[src/shared/feedback_sync_regs.vh]
`ifndef FEEDBACK_SYNC_REGS_VH
`define FEEDBACK_SYNC_REGS_VH
// channel count and feedback message width
`define NCH            4
`define FB_W           16
// register byte offsets
`define CTRL_OFS       6'h00
`define FBCFG_OFS      6'h04
`define STATUS_OFS     6'h08
`define FBVAL_OFS      6'h0c
`define UREG_OFS       6'h10
`define UREG_LAST      6'h1c
// control register fields
`define CTRL_SRC_EXT   0
`define CTRL_TRIG_SYNC 1
`define CTRL_FB_INT    2
`define CTRL_CHEN_LSB  4
`define CTRL_RST       32'h0000_0000
// feedback config word layout (instruction argument and register view)
`define CFG_IDX_LSB    0
`define CFG_SIZE_LSB   4
`define CFG_SET_BIT    9
`define CFG_OFS_LSB    16
`define CFG_RST        32'h0000_0000
// status register fields
`define ST_READY_LSB   0
`define ST_START_LSB   8
`define ST_EXT_RDY     16
`define ST_TRIG_SEEN   17
`define ST_BUSY        18
// sequencer operation codes
`define OP_FB_CFG      3'h1
`define OP_WAIT_TRIG   3'h2
`define OP_READ_FB     3'h3
`define OP_PLAY        3'h4
`define OP_UREG        3'h5
// trigger age counter width
`define AGE_W          16
`endif

[src/logic/feedback_and_start_sync.v]
// Operation
// - feedback from link or internal path, branchable
// - configured: trim to index/size, add offset
// - unconfigured: untrimmed message, zero offset
// - raw select delivers message unprocessed
// - table play uses processed value as index
// - sample feedback programmed cycles after trigger
// - read feedback returns value into variable
// - user register write stores variable value
// - per-channel sync enable joins check
// - check after prefetch, before first instruction
// - prefetch loads program, table, waveform data
// - participants report ready, stall until all
// - external source reports combined ready upstream
// - internal source: local participants only
// - trigger unit joins check when enabled
// - same trigger count and holdoff per check
//
// Register access over Avalon-MM and the address map were chosen for this implementation.
`timescale 1ns/1ps
`default_nettype none
`include "feedback_sync_regs.vh"
module feedback_and_start_sync (
  input  wire               core_clk,       // sequencer clock
  input  wire               rst,            // async reset, active high
  input  wire               ce,             // clock enable, freezes all
  input  wire [5:0]         address,        // avalon byte address
  input  wire               read,           // avalon read
  input  wire               write,          // avalon write
  input  wire [31:0]        writedata,      // avalon write data
  input  wire [3:0]         byteenable,     // avalon byte lanes
  output reg  [31:0]        readdata,       // avalon read data
  output reg                waitrequest,    // avalon stall
  input  wire               instr_valid,    // sequencer op offered
  input  wire [2:0]         instr_op,       // op code
  input  wire               instr_raw,      // raw_feedback_select
  input  wire [31:0]        instr_arg,      // delay, config or reg index
  input  wire [31:0]        instr_var,      // variable value for writes
  output reg                instr_ready_q,  // op taken
  output reg                result_valid_q, // read_feedback result pulse
  output reg  [31:0]        result_q,       // feedback value to variable
  output reg                table_play_q,   // table entry play pulse
  output reg  [`FB_W-1:0]   table_index_q,  // table entry index
  input  wire               link_trig,      // link trigger pin
  input  wire [`FB_W-1:0]   link_data,      // link feedback pins
  input  wire [`FB_W-1:0]   int_fb_data,    // internal feedback
  input  wire [`NCH-1:0]    run_req,        // channel run request level
  input  wire [`NCH-1:0]    pf_done,        // prefetch complete
  output reg  [`NCH-1:0]    pf_req_q,       // prefetch request
  output reg  [`NCH-1:0]    core_ready_q,   // core waits at barrier
  output reg  [`NCH-1:0]    start_q,        // core executes program
  input  wire               trig_ready,     // trigger unit at barrier
  output reg                trig_rearm_q,   // trigger unit restart pulse
  input  wire               ext_release,    // controller release pin
  output reg                ext_ready_q     // ready to controller pin
);
  // channel states
  localparam [1:0] CH_IDLE = 2'd0;
  localparam [1:0] CH_PF   = 2'd1;
  localparam [1:0] CH_SYNC = 2'd2;
  localparam [1:0] CH_RUN  = 2'd3;

  reg  [31:0]        ctrl_q;       // control register
  reg  [31:0]        cfg_q;        // feedback processing config
  reg  [31:0]        fbval_q;      // last sampled value
  reg  [31:0]        ureg_q [0:3]; // user registers
  reg  [1:0]         trig_s_q;     // trigger synchroniser
  reg                trig_d_q;     // trigger edge history
  reg  [`FB_W-1:0]   ld_s1_q;      // link data first stage
  reg  [`FB_W-1:0]   ld_s2_q;      // link data second stage
  reg  [1:0]         rel_s_q;      // release synchroniser
  reg  [`AGE_W-1:0]  age_q;        // cycles since trigger
  reg                seen_q;       // a trigger has arrived
  reg                pend_q;       // feedback sample pending
  reg                pend_play_q;  // pending op is table play
  reg                pend_raw_q;   // pending op uses raw select
  reg                wait_trig_q;  // stalled on trigger
  reg  [`AGE_W-1:0]  dly_q;        // programmed sample delay
  reg  [31:0]        rd_mux;       // read data mux
  reg  [`FB_W-1:0]   proc_val;     // processed feedback
  integer            i;            // user register reset index

  wire               src_ext  = ctrl_q[`CTRL_SRC_EXT];
  wire               trig_en  = ctrl_q[`CTRL_TRIG_SYNC];
  wire               fb_int   = ctrl_q[`CTRL_FB_INT];
  wire [`NCH-1:0]    chen     = ctrl_q[`CTRL_CHEN_LSB +: `NCH];
  wire               trig_edge = trig_s_q[1] & ~trig_d_q;
  wire               bus_req  = read | write;
  wire               bus_hit  = bus_req & ~waitrequest;
  wire [1:0]         ur_idx   = address[3:2];
  wire               is_ureg  = (address >= `UREG_OFS) && (address <= `UREG_LAST);
  wire               take     = instr_valid & instr_ready_q;
  // feedback message from the selected path
  wire [`FB_W-1:0]   fb_msg   = fb_int ? int_fb_data : ld_s2_q;
  wire               cfg_set  = cfg_q[`CFG_SET_BIT];
  wire [3:0]         cfg_idx  = cfg_q[`CFG_IDX_LSB +: 4];
  wire [4:0]         cfg_size = cfg_q[`CFG_SIZE_LSB +: 5];
  wire [`FB_W-1:0]   cfg_ofs  = cfg_q[`CFG_OFS_LSB +: `FB_W];
  // sample point reached once the programmed delay has elapsed
  wire               due      = pend_q & seen_q & (age_q >= dly_q);
  // size 16 shifts every one out, so the mask covers the whole message
  wire [`FB_W-1:0]   mask     = ~({`FB_W{1'b1}} << cfg_size);
  // bytes a register write may touch
  wire [31:0]        lane_m   = {{8{byteenable[3]}}, {8{byteenable[2]}},
                                 {8{byteenable[1]}}, {8{byteenable[0]}}};
  // barrier: every enabled core and trigger unit ready, plus upstream
  wire all_local = &(core_ready_q | ~chen) & (trig_ready | ~trig_en);
  wire any_wait  = |(core_ready_q & chen);
  // internal source ignores the controller entirely
  wire release_now = any_wait & all_local & (~src_ext | rel_s_q[1]);
  wire [`FB_W-1:0]   fb_pick  = pend_raw_q ? fb_msg : proc_val;
  // trim and offset; an unissued config keeps the whole message, offset 0
  always @*
  begin
    if (cfg_set)
      proc_val = ((fb_msg >> cfg_idx) & mask) + cfg_ofs;
    else
      proc_val = fb_msg;
  end
  // register read mux; unmapped reads return zero
  always @*
  begin
    rd_mux = 32'h0000_0000;
    if (address == `CTRL_OFS)
      rd_mux = ctrl_q;
    else if (address == `FBCFG_OFS)
      rd_mux = cfg_q;
    else if (address == `STATUS_OFS)
    begin
      rd_mux[`ST_READY_LSB +: `NCH] = core_ready_q;
      rd_mux[`ST_START_LSB +: `NCH] = start_q;
      rd_mux[`ST_EXT_RDY]           = ext_ready_q;
      rd_mux[`ST_TRIG_SEEN]         = seen_q;
      rd_mux[`ST_BUSY]              = pend_q | wait_trig_q;
    end
    else if (address == `FBVAL_OFS)
      rd_mux = fbval_q;
    else if (is_ureg)
      rd_mux = ureg_q[ur_idx];
  end
  // pins pass two flops first; trigger age saturates; upstream ready, rearm
  always @(posedge core_clk or posedge rst)
  begin
    if (rst)
    begin
      trig_s_q     <= 2'b00;
      trig_d_q     <= 1'b0;
      ld_s1_q      <= {`FB_W{1'b0}};
      ld_s2_q      <= {`FB_W{1'b0}};
      rel_s_q      <= 2'b00;
      age_q        <= {`AGE_W{1'b0}};
      seen_q       <= 1'b0;
      ext_ready_q  <= 1'b0;
      trig_rearm_q <= 1'b0;
    end
    else if (ce)
    begin
      trig_s_q <= {trig_s_q[0], link_trig};
      trig_d_q <= trig_s_q[1];
      ld_s1_q  <= link_data;
      ld_s2_q  <= ld_s1_q;
      rel_s_q  <= {rel_s_q[0], ext_release};
      if (trig_edge)
      begin
        age_q  <= {`AGE_W{1'b0}};
        seen_q <= 1'b1;
      end
      else if (~&age_q)
        age_q <= age_q + 1'b1;
      ext_ready_q  <= src_ext & any_wait & all_local;
      // restart count and holdoff so each check sees the same pattern
      trig_rearm_q <= trig_en & release_now;
    end
  end
  // avalon slave: one wait cycle, then a single-cycle answer
  always @(posedge core_clk or posedge rst)
  begin
    if (rst)
    begin
      waitrequest <= 1'b1;
      readdata    <= 32'h0000_0000;
      ctrl_q      <= `CTRL_RST;
    end
    else if (ce)
    begin
      if (bus_req && waitrequest)
      begin
        waitrequest <= 1'b0;
        readdata    <= rd_mux;
      end
      else
        waitrequest <= 1'b1;
      // channel enables and source select steer the barrier
      if (bus_hit && write && address == `CTRL_OFS)
        ctrl_q <= (ctrl_q & ~lane_m) | (writedata & lane_m);
    end
  end
  // sequencer operations; the core stalls while a sample is pending
  always @(posedge core_clk or posedge rst)
  begin
    if (rst)
    begin
      instr_ready_q  <= 1'b1;
      result_valid_q <= 1'b0;
      result_q       <= 32'h0000_0000;
      table_play_q   <= 1'b0;
      table_index_q  <= {`FB_W{1'b0}};
      cfg_q          <= `CFG_RST;
      fbval_q        <= 32'h0000_0000;
      pend_q         <= 1'b0;
      pend_play_q    <= 1'b0;
      pend_raw_q     <= 1'b0;
      wait_trig_q    <= 1'b0;
      dly_q          <= {`AGE_W{1'b0}};
      for (i = 0; i < 4; i = i + 1)
        ureg_q[i] <= 32'h0000_0000;
    end
    else if (ce)
    begin
      result_valid_q <= 1'b0;
      table_play_q   <= 1'b0;
      if (bus_hit && write && is_ureg)
        ureg_q[ur_idx] <= (ureg_q[ur_idx] & ~lane_m) | (writedata & lane_m);
      if (take)
      begin
        case (instr_op)
          `OP_FB_CFG:
            cfg_q <= instr_arg | (32'h1 << `CFG_SET_BIT);
          `OP_WAIT_TRIG:
          begin
            // a fresh trigger is required; the stale one is forgotten
            wait_trig_q   <= 1'b1;
            instr_ready_q <= 1'b0;
          end
          `OP_READ_FB, `OP_PLAY:
          begin
            pend_q        <= 1'b1;
            pend_play_q   <= (instr_op == `OP_PLAY);
            pend_raw_q    <= instr_raw;
            dly_q         <= instr_arg[`AGE_W-1:0];
            instr_ready_q <= 1'b0;
          end
          `OP_UREG:
            ureg_q[instr_arg[1:0]] <= instr_var;
          default:
            instr_ready_q <= 1'b1;
        endcase
      end
      else if (wait_trig_q && trig_edge)
      begin
        wait_trig_q   <= 1'b0;
        instr_ready_q <= 1'b1;
      end
      else if (due)
      begin
        pend_q        <= 1'b0;
        instr_ready_q <= 1'b1;
        fbval_q        <= {{(32-`FB_W){1'b0}}, fb_pick};
        table_play_q   <= pend_play_q;
        result_valid_q <= ~pend_play_q;
        if (pend_play_q)
          table_index_q <= fb_pick;
        else
          result_q <= {{(32-`FB_W){1'b0}}, fb_pick};
      end
    end
  end
  // per-channel run sequence: prefetch, barrier, execute
  genvar k;
  generate
    for (k = 0; k < `NCH; k = k + 1)
    begin : g_ch
      reg [1:0] st_q; // channel state
      always @(posedge core_clk or posedge rst)
      begin
        if (rst)
        begin
          st_q            <= CH_IDLE;
          pf_req_q[k]     <= 1'b0;
          core_ready_q[k] <= 1'b0;
          start_q[k]      <= 1'b0;
        end
        else if (ce)
        begin
          case (st_q)
            CH_IDLE:
            begin
              if (run_req[k])
              begin
                st_q        <= CH_PF;
                pf_req_q[k] <= 1'b1;
              end
            end
            CH_PF:
            begin
              if (pf_done[k])
              begin
                pf_req_q[k] <= 1'b0;
                if (chen[k])
                begin
                  st_q            <= CH_SYNC;
                  core_ready_q[k] <= 1'b1;
                end
                else
                begin
                  st_q       <= CH_RUN;
                  start_q[k] <= 1'b1;
                end
              end
            end
            CH_SYNC:
            begin
              if (release_now)
              begin
                st_q            <= CH_RUN;
                core_ready_q[k] <= 1'b0;
                start_q[k]      <= 1'b1;
              end
            end
            CH_RUN:
            begin
              if (!run_req[k])
              begin
                st_q       <= CH_IDLE;
                start_q[k] <= 1'b0;
              end
            end
            default:
              st_q <= CH_IDLE;
          endcase
        end
      end
    end
  endgenerate
endmodule // feedback_and_start_sync
`default_nettype wire

[config.mk]
export PLATFORM = sky130hd
export DESIGN_NAME = feedback_and_start_sync
export DESIGN_NICKNAME = d
export VERILOG_FILES = /design/src/logic/feedback_and_start_sync.v
export VERILOG_INCLUDE_DIRS = /design/src /design/src/shared
export SDC_FILE = /design/constraint.sdc
export NUM_CORES = 1
export LEC_CHECK = 0
export BUFFER_PORTS_ARGS = -buffer_cell sky130_fd_sc_hd__buf_2
export CAP_MARGIN = 20
export CORE_ASPECT_RATIO = 1.5
export CORE_MARGIN = 2
export CORE_UTILIZATION = 55
export CTS_CLUSTER_SIZE = 12
export DETAILED_ROUTE_END_ITERATION = 8
export GPL_TIMING_DRIVEN = 0
export HOLD_SLACK_MARGIN = 0.12
export PLACE_DENSITY_LB_ADDON = 0.3
export SLEW_MARGIN = 20
export SYNTH_ARGS = -nofsm -noshare
export SYNTH_HDL_FRONTEND = slang
export SYNTH_SLANG_ARGS = --single-unit
[constraint.sdc]
create_clock -name core_clk -period 31.5 [get_ports core_clk]
set_input_delay 6.3 -clock core_clk [delete_from_list [all_inputs] [get_ports core_clk]]
set_output_delay 6.3 -clock core_clk [all_outputs]
set_load 0.02 [all_outputs]
==> flow_metrics.env <==
export IMPL_status="completed"
export IMPL_met2_usage_pct=61.2
export IMPL_cts_resized_gates=0
export IMPL_gr_max_usage_layer="met2"
export IMPL_drt_first_pass_iters=7
export IMPL_drt_total_wl_um=66300
export IMPL_hold_path_class="flip-flop to flip-flop"
export IMPL_worst_setup_path_start_kind="input port"
export IMPL_die_area_mm2=0.0379
export IMPL_areaGrowthSynthToFinish_pct=15.1
export IMPL_clockPowerShare_pct=30.1
export IMPL_antennaDiodeCount=0
export IMPL_hold_buffers=0
export IMPL_grt_ovfl_total=0
export IMPL_ios=257
export IMPL_synthDistinctLibCells=75
export IMPL_grtUsageMet3_pct=5.90
export IMPL_synth_area_leader_cell="dfrtp_1"
export IMPL_use_met1_pct=39.5
export IMPL_clockBufferDepth=3
export IMPL_synth_seq_area_share_pct=46.6
export IMPL_yosys_warnings=0
export IMPL_setup_ws_ps=21420
export IMPL_viasPerCell=6.35
export IMPL_syn_inst=1935
export IMPL_grt_pass1_wl_um=101000
export IMPL_critPathKind="input port to flip-flop"
export IMPL_p_int_uw=947
export IMPL_setup_viol=0
export IMPL_hold_viol_final=0
export IMPL_cts_setup_buffers=0
export IMPL_drv_cap=0
export IMPL_min_delay_start="readdata[8]"
export IMPL_finClkSkew_ps=22.3
export IMPL_dpl_worst_slack_ps=20930
export IMPL_first_global_vias=17500
export IMPL_combPwrFrac_pct=27.3
export IMPL_swShare_pct=33.4
export IMPL_arrival_ps=10560
export IMPL_place_hpwl_um=50100
export IMPL_drt_initial_drc_count=1541
export IMPL_core_area_mm2=0.0358
export IMPL_power_switching_uw=474
export IMPL_numCtsBuffers=38
export IMPL_nets=2435
export IMPL_syn_avg_cell_area_um2=10.3
export IMPL_dr_total_vias=17300
export IMPL_seq_power_share_pct=42.6
export IMPL_drive_gt1_share_pct=24.9
export IMPL_worstMarginPinSlew_ps=1040
export IMPL_grt_max_degree=107
export IMPL_p_per_area_mw_per_mm2=61.8
export IMPL_synth_edf_count=0
export IMPL_die_w_um=160
export IMPL_cp_startpoint="int_fb_data[4]"
export IMPL_path_clk_slew_ps=60
export IMPL_post_route_period_util_pct=32.0
export IMPL_ys_flop_type="dfrtp_1"
export IMPL_drc=0
export IMPL_rows=85
export IMPL_ys_top_cells_by_area="dfrtp_1 (46%), mux2_2 (10%), o21ai_0 (4.1%)"
export IMPL_antenna_found_initial=0
export IMPL_endpoint_kind="flip-flop"
export IMPL_maxSlewViolCount=0
export IMPL_track_usage_pct=34.7
export IMPL_synth_area_mm2=0.0200
export IMPL_initial_utilization_pct=55.7
export IMPL_cts_sink_count=372
export IMPL_tns_ps=0
export IMPL_ys_async_sr_fraction_pct=100
export IMPL_clk_latency_ps=550
export IMPL_period_needed_ps=10080
export IMPL_ant_nets=0
export IMPL_fillCellCount=2889
export IMPL_peakVddDrop_v=0.0000330
export IMPL_leakagePower_nw=10.7
export IMPL_cp_required_ps=31980
export IMPL_fmax_ghz=0.0992
export IMPL_htreeDepth=2
export IMPL_ys_ff_latch=372
export IMPL_synth_top_area_share_pct=46.4
export IMPL_gp_congestion=0.964
export IMPL_cts_tree="done"
export IMPL_port_buffers=234
export IMPL_dieHeight_um=237
export IMPL_slew_headroom_pct=30.1
export IMPL_cts_root_buf="clkbuf_16"
export IMPL_crit_fanout=4
export IMPL_rsz0062_at_grt="false"
export IMPL_detail_route_wl_per_cell_um=24.4
==> cells in the final DEF (no fill, tap or decap), drive strengths merged, types with 8 or more instances in the layout <==
cell type	netlist	routed
inv	78	78
a2bb2oi	21	21
nand4	12	12
a22o	36	36
a221oi	10	10
nand2	191	191
dfrtp	370	370
a21oi	124	124
nor2b	15	15
nor2	136	136
nand2b	12	12
or3	11	11
a31oi	13	13
buf	49	286
nor3	24	24
a22oi	34	34
mux2i	58	58
o31ai	8	8
clkbuf	92	141
nand3	12	12
xnor2	11	11
mux2	190	190
a222oi	13	13
mux4	33	33
o21ai	169	169
o22ai	66	66
o211ai	12	12
ha	48	48
conb	1	16
==> cells in the mapped netlist (15+ instances only) <==
cell       number
buf_1          15
nor2_1        136
ha_1           48
clkbuf_1       92
mux2i_1        58
mux2_2        181
nand2_1       191
a22o_1         36
a21oi_1       124
nor2b_1        15
a2bb2oi_1      21
buf_4          18
dfrtp_1       370
o21ai_0       163
mux4_2         33
a22oi_1        34
nor3_1         23
o22ai_1        66
inv_1          78
==> metrics by stage <==
stage | utilization [%] | total power [mW] | hold WS [ps] | instances | instance area (um2)
6_report | 64.2 | 1.42 | 473 | 2717 | 23000
5_1_grt | 64.2 | 1.48 | 502 | 2717 | 23000
4_1_cts | 64.2 | 1.42 | 478 | 2717 | 23000
3_5_place_dp | 61.1 | 0.991 | 464 | 2665 | 21900
3_3_place_gp | 60.8 | 0.974 | 456 | 2662 | 21800
2_1_floorplan | - | 0.861 | 445 | 1950 | 20000
==> layer usage <==
| layer | part of all wire (%) | routed length (um) |
|---|---|---|
| met1 | 35 | 23500 |
| met4 | 6.6 | 4400 |
| met5 | 0 | 0 |
| met2 | 50 | 33300 |
| met3 | 7.7 | 5080 |
==> final cells by class <==
class	instances	area, um2	share of cell area (%)
Inverter	79	304	1.32
Clock buffer	49	1050	4.58
Clock inverter	3	51.3	0.223
Multi-Input combinational cell	1358	9780	42.5
Buffer	141	644	2.80
Sequential cell	372	9310	40.5
Timing Repair Buffer	237	1250	5.45
Tap cell	478	598	2.60
==> power groups by stage <==
stage / logic [mW] / clock network [mW] / registers, mW
6_report: 0.388 / 0.428 / 0.606
5_1_grt: 0.422 / 0.447 / 0.613
4_1_cts: 0.383 / 0.429 / 0.603
3_5_place_dp: 0.380 / 0 / 0.611
3_3_place_gp: 0.367 / 0 / 0.607
2_1_floorplan: 0.258 / 0 / 0.603
==> final timing paths <==
check                                    to  slack (ps)  depth (start not counted)
worst max register to register  fbval_q[12]       26140                         16
max in group asynchronous       ld_s1_q[14]       24700                          3
min in group asynchronous         dly_q[10]        5820                          2
worst min register to register  readdata[8]         470                          2
worst max-delay path            fbval_q[12]       21420                         15
worst min-delay path            readdata[8]         470                          2
==> registers in the layout, summed over array words and instances, names as in the netlist, 2 cells and up, named ones only <==
name	cells
table_index_q	16
start_q	4
dly_q	16
fbval_q	16
ld_s2_q	16
trig_s_q	2
cfg_q	32
result_q	16
g_ch.st_q	8
rel_s_q	2
readdata	32
pf_req_q	4
age_q	16
ld_s1_q	16
ureg_q	128
core_ready_q	4
==> cell families after synthesis <==
kind of cell,Yosys count,synth area share (%)
xor gates and xnor gates,14,0.614
DFF,372,46.6
other,1,0.0188
buffers and inverters,220,4.71
AOI/OAI and AO/OA,550,17.6
muxes,281,17.5
and+or+nand+nor,448,9.90
adders and majority gates,49,3.11
==> critical path, cell delays in order <==
cell and delay (ps):
buf_2 90, mux2i_1 120, mux2_2 320, mux4_2 480, nor2b_1 150, a221oi_1 260, ha_1 310, inv_1 80
fa_1 410, nor2b_1 220, o2111ai_1 260, a2111o_1 540, nand3_1 80, nor3b_1 630, mux2_2 290
(Power assumes the default switching activity.)
